### src/design/pack_seq_pkg.sv
/*
  Shared constants and types of the pack power-up sequencer: state codes,
  reset values, timing figures and the packed carriers between blocks.
  Assumes a single 250 MHz clock and a nonvolatile store outside the block.
*/
package pack_seq_pkg;

  localparam int          NUM_CELLS       = 8;
  localparam logic [7:0]  CELL_MAP_RESET  = 8'h83;   // Three cells: 1, 2 and 8
  localparam logic [11:0] CELL_ZERO_CODE  = 12'h000;

  // Timing figures in their printed units
  localparam int          CLK_KHZ         = 250000;
  localparam int          SCAN_PERIOD_MS  = 32;
  localparam int          LOAD_SETTLE_MS  = 3000;
  localparam int          LOAD_SAMPLE_MS  = 256;
  localparam int          NO_LOAD_NEEDED  = 2;

  // Derived cycle counts
  localparam int          SCAN_PERIOD_CYC = SCAN_PERIOD_MS * CLK_KHZ;
  localparam int          LOAD_SETTLE_CYC = LOAD_SETTLE_MS * CLK_KHZ;
  localparam int          LOAD_SAMPLE_CYC = LOAD_SAMPLE_MS * CLK_KHZ;

  // Synchronised pin positions
  localparam int          PIN_CHARGER     = 0;
  localparam int          PIN_LOAD        = 1;
  localparam int          PIN_VDD_1V      = 2;
  localparam int          PIN_VDD_POR     = 3;
  localparam int          PIN_RGO_OK      = 4;
  localparam int          NUM_PINS        = 5;

  typedef enum logic [2:0] {
    ST_PWR_DOWN  = 3'b000,
    ST_RELOAD    = 3'b001,
    ST_POR_LOOP  = 3'b010,
    ST_LOAD_WAIT = 3'b011,
    ST_LOAD_SAMP = 3'b100,
    ST_NORMAL    = 3'b101
  } seq_state_t;

  // One converted cell reading from the measurement front end
  typedef struct packed {
    logic        done;
    logic [11:0] voltage;
    logic        openWireFail;
    logic        inLimits;
  } cell_sample_t;

  // Analog supply comparator levels as seen on the pins
  typedef struct packed {
    logic vddAbove1v;
    logic vddAbovePor;
    logic regulatorOutputOk;
  } supply_t;

endpackage

### src/design/interval_timer.sv
/*
  Free-running interval timer giving a one-cycle tick each period, with a
  synchronous restart. Assumes the period is at least two cycles.
*/
`timescale 1ns/100ps
module interval_timer
  import pack_seq_pkg::*;
#(
  parameter int PERIOD = SCAN_PERIOD_CYC
)(
  input  wire logic mclk,
  input  wire logic rst_b,
  input  wire logic restart,
  output logic      tick
);

  logic [31:0] count;
  wire  logic  atEnd = (count == 32'(PERIOD - 1));

  // Count up, wrap and pulse at the end of each period
  always_ff @(posedge mclk)
  begin
    if (!rst_b || restart)
    begin
      count <= 32'h0000_0000;
      tick  <= 1'b0;
    end
    else
    begin
      count <= atEnd ? 32'h0000_0000 : count + 32'h0000_0001;
      tick  <= atEnd;
    end
  end

endmodule

### src/design/cell_scanner.sv
/*
  Walks the eight cell inputs once per start pulse, measuring only the
  fitted ones. Assumes the front end answers each request with done.
*/
`timescale 1ns/100ps
module cell_scanner
  import pack_seq_pkg::*;
(
  input  wire logic         mclk,
  input  wire logic         rst_b,
  input  wire logic         start,
  input  wire logic [7:0]   cellMap,
  input  wire cell_sample_t sample,
  output logic [2:0]        cellSelect,
  output logic              sampleReq,
  output logic              busy,
  output logic              scanDone,
  output logic              scanFault
);

  logic        fault;
  wire  logic  fitted  = cellMap[cellSelect];
  wire  logic  lastPos = (cellSelect == 3'h7);
  // Zero reading, failed open-wire test or reading out of limits
  wire  logic  bad     = (sample.voltage == CELL_ZERO_CODE) || sample.openWireFail
                         || !sample.inLimits;
  wire  logic  stepOn  = busy && (!fitted || (sampleReq && sample.done));

  always_ff @(posedge mclk)
  begin
    if (!rst_b)
    begin
      cellSelect <= 3'h0;
      sampleReq  <= 1'b0;
      busy       <= 1'b0;
      scanDone   <= 1'b0;
      scanFault  <= 1'b0;
      fault      <= 1'b0;
    end
    else
    begin
      scanDone <= 1'b0;
      if (start && !busy)
      begin
        busy       <= 1'b1;
        cellSelect <= 3'h0;
        fault      <= 1'b0;
      end
      else if (stepOn)
      begin
        sampleReq <= 1'b0;
        if (fitted && bad)
          fault <= 1'b1;
        if (lastPos)
        begin
          busy      <= 1'b0;
          scanDone  <= 1'b1;
          scanFault <= fault || (fitted && bad);
        end
        else
          cellSelect <= cellSelect + 3'h1;
      end
      else if (busy && fitted)
        sampleReq <= 1'b1;
    end
  end

endmodule

### src/design/pack_power_up_sequencer.sv
/*
  Power-on sequencer of a multi-cell pack monitor: power-down hold,
  nonvolatile reload, reset-loop scanning, timed load check and FET enable.
  Assumes comparator and charger/load pins are asynchronous, the measurement
  front end and nonvolatile store run on mclk, and the clock runs whenever
  the regulator is up.
*/
`timescale 1ns/100ps
module pack_power_up_sequencer
  import pack_seq_pkg::*;
#(
  parameter int SCAN_CYC   = SCAN_PERIOD_CYC,
  parameter int SETTLE_CYC = LOAD_SETTLE_CYC,
  parameter int SAMPLE_CYC = LOAD_SAMPLE_CYC
)(
  input  wire logic         mclk,
  input  wire logic         rst_b,
  input  wire logic         chargerMonitorInput,
  input  wire logic         loadMonitorInput,
  input  wire supply_t      supplyLevels,
  input  wire cell_sample_t sample,
  input  wire logic         tempOk,
  input  wire logic         overcurrentFault,
  input  wire logic         nvReloadDone,
  input  wire logic [7:0]   nvCellMap,
  input  wire logic         mapWrite,
  input  wire logic [7:0]   mapWriteData,
  input  wire logic [7:0]   balanceRequest,
  output logic [7:0]        cell_presence_map,
  output logic [7:0]        balanceEnable,
  output logic [2:0]        cellSelect,
  output logic              sampleReq,
  output logic              internalSupplyEn,
  output logic              nvReloadReq,
  output logic              fetEnable,
  output logic              loadCheckPassed,
  output logic              scanError,
  output seq_state_t        seqState
);

  // Pin synchronisers
  logic [NUM_PINS-1:0] pinRaw;
  logic [NUM_PINS-1:0] pinMeta;
  logic [NUM_PINS-1:0] pinSync;

  assign pinRaw = {supplyLevels.regulatorOutputOk, supplyLevels.vddAbovePor,
                   supplyLevels.vddAbove1v, loadMonitorInput, chargerMonitorInput};

  // Two flops per pin; only the second stage is ever read
  genvar g;
  generate
    for (g = 0; g < NUM_PINS; g = g + 1)
    begin : gen_sync
      always_ff @(posedge mclk)
      begin
        if (!rst_b)
        begin
          pinMeta[g] <= 1'b0;
          pinSync[g] <= 1'b0;
        end
        else
        begin
          pinMeta[g] <= pinRaw[g];
          pinSync[g] <= pinMeta[g];
        end
      end
    end
  endgenerate

  wire logic chargerSeen = pinSync[PIN_CHARGER];
  wire logic loadSeen    = pinSync[PIN_LOAD];
  wire logic vdd1vOk     = pinSync[PIN_VDD_1V];
  wire logic vddPorOk    = pinSync[PIN_VDD_POR];
  wire logic rgoOk       = pinSync[PIN_RGO_OK];

  // Supply loss: a dip of any length is ridden out while the regulator holds
  // and VDD stays above 1 V; a sag below the reset threshold with
  // the regulator also low drops the part back to power-down.
  wire logic supplyLoss  = (!vddPorOk && !rgoOk)
                           || !vdd1vOk;

  // Working state
  seq_state_t  state;
  seq_state_t  next_state;
  logic [31:0] loadCount;
  logic [1:0]  noLoadCount;
  logic        scanValid;

  // Scan timing and cell walker
  logic scanTick;
  logic scanBusy;
  logic scanDone;
  logic scanFault;
  wire  logic awake = (state != ST_PWR_DOWN) && (state != ST_RELOAD);

  // Scan period restarts while asleep so the first scan follows wake-up
  interval_timer #(
    .PERIOD (SCAN_CYC)
  ) u_scan_timer (
    .mclk    (mclk),
    .rst_b   (rst_b),
    .restart (!awake),
    .tick    (scanTick)
  );

  cell_scanner u_scanner (
    .mclk       (mclk),
    .rst_b      (rst_b),
    .start      (scanTick && awake),
    .cellMap    (cell_presence_map),
    .sample     (sample),
    .cellSelect (cellSelect),
    .sampleReq  (sampleReq),
    .busy       (scanBusy),
    .scanDone   (scanDone),
    .scanFault  (scanFault)
  );

  // A completed scan is clean only if cells and temperatures are in range
  wire logic scanClean = scanDone && !scanFault && tempOk;
  wire logic scanBad   = (scanDone && (scanFault || !tempOk))
                         || (!tempOk && state != ST_NORMAL);

  // Load-check timing
  wire logic settleEnd  = (loadCount == 32'(SETTLE_CYC - 1));
  wire logic sampleEnd  = (loadCount == 32'(SAMPLE_CYC - 1));
  wire logic lastNoLoad = (noLoadCount == 2'(NO_LOAD_NEEDED - 1));
  wire logic loadBad    = scanBad || (state == ST_LOAD_SAMP && sampleEnd && loadSeen);

  // Sequencer transitions
  always_comb
  begin
    next_state = state;
    case (state)
      ST_PWR_DOWN:
        if (chargerSeen && !supplyLoss)
          next_state = ST_RELOAD;
      ST_RELOAD:
        if (nvReloadDone)
          next_state = ST_POR_LOOP;
      ST_POR_LOOP:
        if (scanValid)
          next_state = ST_LOAD_WAIT;
      ST_LOAD_WAIT:
        if (loadBad)
          next_state = ST_POR_LOOP;
        else if (settleEnd)
          next_state = ST_LOAD_SAMP;
      ST_LOAD_SAMP:
        if (loadBad)
          next_state = ST_POR_LOOP;
        else if (sampleEnd && lastNoLoad)
          next_state = ST_NORMAL;
      ST_NORMAL:
        next_state = ST_NORMAL;
      default:
        next_state = ST_PWR_DOWN;
    endcase
    if (supplyLoss)
      next_state = ST_PWR_DOWN;
  end

  // State register; reset is the first supply connection
  always_ff @(posedge mclk)
  begin
    if (!rst_b)
      state <= ST_PWR_DOWN;
    else
      state <= next_state;
  end

  // Result of the latest scan, held between scans only in the loop; a bad scan while in
  // the loop simply waits for the next 32 ms tick to try again.
  always_ff @(posedge mclk)
  begin
    if (!rst_b || !awake)
      scanValid <= 1'b0;
    else if (scanBad)
      scanValid <= 1'b0;
    else if (scanClean)
      scanValid <= 1'b1;
    else if (state != ST_POR_LOOP)
      scanValid <= 1'b0;
  end

  // Load timer: settle period, then one 256 ms window per sample
  always_ff @(posedge mclk)
  begin
    if (!rst_b || loadBad || next_state != state)
      loadCount <= 32'h0000_0000;
    else if (state == ST_LOAD_SAMP && sampleEnd)
      loadCount <= 32'h0000_0000;
    else if (state == ST_LOAD_WAIT || state == ST_LOAD_SAMP)
      loadCount <= loadCount + 32'h0000_0001;
  end

  // Consecutive no-load samples; a load seen at a sample end starts over
  always_ff @(posedge mclk)
  begin
    if (!rst_b || loadBad || state != ST_LOAD_SAMP)
      noLoadCount <= 2'h0;
    else if (sampleEnd && !loadSeen)
      noLoadCount <= noLoadCount + 2'h1;
  end

  // Presence map: reloaded from the store, writable afterwards. The
  // write port is ignored during the reload so the stored copy wins.
  always_ff @(posedge mclk)
  begin
    if (!rst_b)
      cell_presence_map <= CELL_MAP_RESET;
    else if (state == ST_RELOAD && nvReloadDone)
      cell_presence_map <= nvCellMap;
    else if (mapWrite && state != ST_RELOAD)
      cell_presence_map <= mapWriteData;
  end

  // Reload request stands for the whole reload state
  always_ff @(posedge mclk)
  begin
    if (!rst_b)
      nvReloadReq <= 1'b0;
    else
      nvReloadReq <= (next_state == ST_RELOAD);
  end

  // Internal supplies follow wake-up; off while held in power-down
  always_ff @(posedge mclk)
  begin
    if (!rst_b)
      internalSupplyEn <= 1'b0;
    else
      internalSupplyEn <= (next_state != ST_PWR_DOWN);
  end

  // Load check passes once on entry to normal, cleared by power loss
  always_ff @(posedge mclk)
  begin
    if (!rst_b)
      loadCheckPassed <= 1'b0;
    else if (next_state == ST_NORMAL && state != ST_NORMAL)
      loadCheckPassed <= 1'b1;
    else if (next_state != ST_NORMAL)
      loadCheckPassed <= 1'b0;
  end

  // Cell health seen in normal monitoring; refreshed each scan
  logic cellsGood;
  always_ff @(posedge mclk)
  begin
    if (!rst_b || state != ST_NORMAL)
      cellsGood <= 1'b1;
    else if (scanDone)
      cellsGood <= !scanFault;
  end

  // FET drive: only in normal, with every condition met. The check on
  // next_state keeps the enable low on the edge that leaves normal.
  wire logic fetOk = (state == ST_NORMAL) && (next_state == ST_NORMAL) && cellsGood
                     && !(scanDone && scanFault) && tempOk && !overcurrentFault
                     && loadCheckPassed;
  always_ff @(posedge mclk)
  begin
    if (!rst_b)
      fetEnable <= 1'b0;
    else
      fetEnable <= fetOk;
  end

  // Balancing is only allowed on fitted positions and in normal
  genvar b;
  generate
    for (b = 0; b < NUM_CELLS; b = b + 1)
    begin : gen_bal
      always_ff @(posedge mclk)
      begin
        if (!rst_b)
          balanceEnable[b] <= 1'b0;
        else
          balanceEnable[b] <= balanceRequest[b] && cell_presence_map[b]
                              && (state == ST_NORMAL);
      end
    end
  endgenerate

  // Status outputs
  always_ff @(posedge mclk)
  begin
    if (!rst_b)
    begin
      scanError <= 1'b0;
      seqState  <= ST_PWR_DOWN;
    end
    else
    begin
      scanError <= awake && !scanValid && (state == ST_POR_LOOP);
      seqState  <= next_state;
    end
  end

endmodule

### config.mk
export PLATFORM = sky130hd
export DESIGN_NAME = pack_power_up_sequencer
export DESIGN_NICKNAME = d
export VERILOG_FILES = /design/src/design/pack_seq_pkg.sv /design/src/design/interval_timer.sv /design/src/design/cell_scanner.sv /design/src/design/pack_power_up_sequencer.sv
export SDC_FILE = /design/constraint.sdc
export NUM_CORES = 1
export LEC_CHECK = 0
export CAP_MARGIN = 30
export CORE_ASPECT_RATIO = 0.7
export CORE_MARGIN = 2
export CORE_UTILIZATION = 45
export CTS_BUF_LIST = sky130_fd_sc_hd__clkbuf_4
export DETAILED_ROUTE_END_ITERATION = 6
export DONT_BUFFER_PORTS = 1
export SLEW_MARGIN = 20
export SYNTH_ARGS = -nofsm -noshare
export SYNTH_HDL_FRONTEND = slang
export SYNTH_HIERARCHICAL = 1
export SYNTH_SLANG_ARGS = --single-unit
### constraint.sdc
create_clock -name mclk -period 4 [get_ports mclk]
set_clock_uncertainty 0.2 [all_clocks]
set_input_delay 0.8 -clock mclk [delete_from_list [all_inputs] [get_ports mclk]]
set_output_delay 0.8 -clock mclk [all_outputs]
set_load 0.02 [all_outputs]
; ---- Word level (Yosys, flattened, before mapping)
; Cells that the tools add are included.
[word_totals]
regBits = 111
inputBits = 50
wordCells = 181
[op_classes]
add_sub_neg = 4
magnitude_cmp = 1
n_eq_ne = 18
mux = 23
bitwise = 4
n_reduce_logical = 94
[ops]
columns = op, count
row1 = $add A32 B1 Y32 const B, 2
row2 = $logic_and A1 B1 Y1, 45
row3 = $eq A32 B23 Y1 const B, 1
row4 = $eq A32 B26 Y1 const B, 1
row5 = $eq A32 B30 Y1 const B, 1
row6 = $mux W3, 8
row7 = $pmux W3 S6, 1
row8 = $mux W8, 2
row9 = $logic_not A1 Y1, 15
row10 = $logic_or A1 B1 Y1, 14
row11 = $eq A3 B3 Y1 const B, 4
row12 = $logic_not A12 Y1, 1
row13 = $reduce_bool A2 Y1, 6
row14 = $mux W1, 11
row15 = $ne A3 B3 Y1 const B, 3
row16 = $reduce_and A2 Y1, 4
row17 = $reduce_or A2 Y1, 4
row18 = $eq A3 B1 Y1 const B, 2
row19 = $eq A3 B2 Y1 const B, 2
row20 = $reduce_bool A3 Y1, 2
row21 = $lt A3 B4 Y1 const B, 1
row22 = $not A1 Y1, 4
row23 = $add A3 B1 Y3 const B, 1
row24 = $bmux W1 S3, 1
row25 = other kinds (8), 8

; ---- Longest topological paths before layout
[logic_depth]
word_depth = 15
depth_mapped = 9
ltp_nobuf = 8

; ---- By module
; The synthesis kept the hierarchy.
[by_module_without_submodules]
columns = module, n_inst, cells_per_inst, area_each_um2, seq_area_each_um2
row1 = pack_power_up_sequencer, 1, 368, 3266.9, 1401.3
row2 = interval_timer, 1, 198, 1705.4, 660.6
row3 = cell_scanner, 1, 48, 484.2, 160.2

; ---- Least setup slack after synthesis
; OpenSTA, ideal clock, no wires.
[synth_timing]
path_type = flip-flop to flip-flop
from = register loadCount[21]
to = register loadCount[12]
t_arrival_ns = 2.460
required_time_ns = 3.708
setup_slack_ns = 1.248
stages_incl_launch_ff = 8
n_path_buf = 0
path_cell_list = dfxtp_1 > or4b_1 > or4_1 > o31a_1 > o21a_1 > or3_4 > xnor2_4 > nor4_1
[synth_via]
elab_chain_len = 10
[synth_rtl]
columns = item, line
row1 = start: declaration, pack_power_up_sequencer.sv:85  ; logic [31:0] loadCount;
row2 = start signal: assignment, pack_power_up_sequencer.sv:194  ; loadCount <= loadCount + 32'h0000_0001;
row3 = $eq A32 B26 Y1, pack_power_up_sequencer.sv:126  ; wire logic sampleEnd = (loadCount == 32'(SAMPLE_CYC - 1));
row4 = $logic_and A1 B1 Y1, "pack_power_up_sequencer.sv:128, pack_power_up_sequencer.sv:191"
row5 = $logic_and A1 B1 Y1, pack_power_up_sequencer.sv:128  ; wire logic loadBad = scanBad || (state == ST_LOAD_SAMP && sampleEnd && loadSeen);
row6 = $logic_or A1 B1 Y1, pack_power_up_sequencer.sv:128
row7 = $mux W3 (on tied branches), "pack_power_up_sequencer.sv:150, pack_power_up_sequencer.sv:145"
row8 = $pmux W3 S6, pack_power_up_sequencer.sv:134  ; case (state)
row9 = $mux W3, pack_power_up_sequencer.sv:159  ; if (supplyLoss)
row10 = $ne A3 B3 Y1, pack_power_up_sequencer.sv:189  ; if (!rst_b || loadBad || next_state != state)
row11 = $logic_or A1 B1 Y1, pack_power_up_sequencer.sv:189
row12 = $reduce_or A2 Y1 (no source line) *, --
; Mark *: on every way between the ends. The rest lies on a longest branch, timed or not.
; A chain may end at the register's enable or synchronous reset.

; ---- Final worst setup path
[layout_timing]
from = register loadCount[20]
to = register loadCount[15]
; Same word-level chain as after synthesis.

==> flow_summary.ini <==
[outcome]
status = complete, no violations

[place]
dp_hpwl_mm = 8.82
numPortBuffers = 0
placed_cells_incl_taps = 746
gp_congestion = 0.838
post-place-ws_ns = 0.983

[global_route]
grt_pass1_vias = 4046
grt_usage_pct = 18.8
antenna_found_initial = 1
grt_max_degree = 34
grt_overflow = 0
grt_pass1_wl_mm = 19.7

[cells_and_area]
final_cell_mix = dfxtp_1 (111), nand2_1 (60), nand3_1 (37)
area_growth_pct = 4.98
fin_nets = 655
drive_above_1_share_pct = 6.28
seq_area_um2 = 2220
multi_input_area_um2 = 3020
final_cells = 763
num-fill-cells = 1128
final_common_cell = dfxtp_1

[synth]
syn_area_um2 = 5460
synth_cell_types = 66
synth-seq-cells = 111
synth_top_cell_area_share_pct = 40.7
yosys.area.top_type = dfxtp_1
synthTopCellsByArea = dfxtp_1 (41%), nand2_1 (4.1%), xnor2_1 (3.9%)
syn_nets = 669
syn_inst = 614
avgSynthCellArea_um2 = 8.89
synthArstFlopShare_pct = 0
ys_seq_area_share_pct = 40.7
synth_edf_count = 0
yosysWarnings = 6
synth_ff_type = dfxtp_1

[clocking]
cts_resized = 0
htreeDepth = 3
cts_tree = built
insertion_delay_ns = 0.46
cts_max_path_buffers = 2
cts_root_buf = clkbuf_4
clk_pin_slew_ns = 0.17
clkSinkCount = 111
cts_setup_buffers = 0
cts_inserted_buffers = 9
holdBufCountCts = 0

[sta]
setup_slack_ns = 0.898
fin_crit_sh_pct = 77.6
clock.fmax_ghz = 0.322
finalSetupViolCount = 0
rsz0062_at_grt = false
fin_crit_ns = 3.10
slew_headroom_pct = 58.1
hold_viol_final = 0
worst_pin_slew_ns = 0.626
setup_tns_ns = 0
drv_slew = 0

[route]
drt-total-wl_mm = 12.3
num_vias = 4465
drc = 0
drt-initial-drc-count = 236
vias_per_cell = 5.85
first_pass_iters = 5
drtAntennaViolNets = 0
wl_per_cell_um = 16.2

[run]
cap_viol_max_count = 0

[floorplanning]
rows = 33
boundaryPins = 78
dieWidth_um = 136
start_util_pct = 46.4
die_area_um2 = 13000
coreArea_um2 = 11800
die_y_um = 96.1

[pwr]
irDropWorstVdd_mv = 0.213
cellPowerDensity_nw_per_um2 = 325
total_power_mw = 1.86
power_leakage_nw = 1.88

[critical_path]
crit_start = loadCount[20]$_SDFFE_PP0P_
crit_type = reg -> reg
cp_max_fo = 22
r2r_slack_ns = 0.90
arrival_ns = 3.25
worstSetupEndpoint = loadCount[15]$_SDFFE_PP0P_
start_kind = flip-flop
required_ns = 4.15
reg2reg_to = loadCount[15]$_SDFFE_PP0P_
r2r-start = loadCount[20]$_SDFFE_PP0P_
r2r_cells = 8
crit_path_end_kind = flip-flop

[hold_path]
hp-start = rst_b
hold_depth = 1
hp-class = in -> reg
worst min path at each step:
stage / to / slack, ns
6_report: cell_presence_map[7]$_SDFFE_PN1P_ / 0.21
5_1_grt: cell_presence_map[7]$_SDFFE_PN1P_ / 0.16
4_1_cts: cell_presence_map[7]$_SDFFE_PN1P_ / 0.16
3_5_place_dp: chargerSeen$_SDFF_PN0_ / 0.22
3_3_place_gp: chargerSeen$_SDFF_PN0_ / 0.22
2_1_floorplan: fetEnable$_SDFF_PN0_ / 0.21
flip-flops by register name, summed over array words and instances, names as in the netlist, 2 cells and up:
name,count
balanceEnable,8
cell_presence_map,8
loadCount,32
noLoadCount,2
pinMeta,5
seqState,3
u_scan_timer/count,32
u_scanner/cellSelect,3
metrics by stage:
stage                     utilization, %  hold slack [ns]  instance area (um^2)
after floorplan                        -            0.211                  5460
after global placement              47.0            0.215                  5530
after detailed placement            47.0            0.224                  5530
after CTS                           48.7            0.164                  5730
after global routing                48.7            0.158                  5730
final                               48.7            0.208                  5730
critical path: stages (launching register included):
cell     delay (ns)
dfxtp_1        0.46
or4b_2         0.61
nor4_1         0.48
nand4_1        0.28
nor3_1         0.22
o22ai_1        0.21
nand3_1        0.14
buf_4          0.27
a21oi_1        0.11
synth_stat cells, types with 2 or more instances:
master,n
nor4b_1,5
a211oi_1,15
a21oi_1,27
or4_1,13
dfxtp_1,111
nand4b_1,3
nand2_1,60
nor2_1,27
xnor2_1,24
nand3b_1,2
inv_1,17
buf_6,4
o211a_1,6
nor3b_1,3
or3_4,2
ha_1,5
a31oi_1,2
nand4_1,21
o21a_1,3
o31ai_1,11
buf_2,5
nand3_1,37
clkbuf_1,17
o31a_1,2
nor2b_1,4
nand2b_1,9
buf_1,2
mux2i_1,16
o21ai_0,12
and4_1,9
nand4_2,2
and2_1,16
nor4_1,18
or4b_1,4
xor2_1,21
nor3_1,25
or3_1,5
and3_1,20
o211ai_1,2
final cells by class:
cell class / count / share of cell area [%]
tap: 157 / 3.43
sequential: 111 / 38.8
clock buffer: 10 / 1.31
timing repair buffer: 4 / 0.524
clock inverter: 6 / 2.03
multi-input combinational: 457 / 52.8
antenna: 1 / 0.0437
inverter: 17 / 1.11
kinds of logic after synthesis:
family | share of synthesized area (%)
compound gates | 12.2
xor+xnor | 7.73
fa+ha+maj | 1.15
buf+inv | 3.90
flops | 40.7
mux | 3.55
simple gates | 30.8
report_power, final:
part           total [mW]  internal (mW)  switching (mW)
sequential           1.13           1.12          0.0125
combinational      0.0400         0.0170          0.0231
clock               0.691          0.328           0.363
metal layers:
metal  share of wire (%)  vias up  track usage (%)
met2                  43      108             27.8
met4                 1.1        0             5.47
met3                 4.0       13             4.11
li1                    -     2227                -
met5                   0        -                0
met1                  52     2117             27.5
Note: power is estimated with default switching activity, not from simulation.
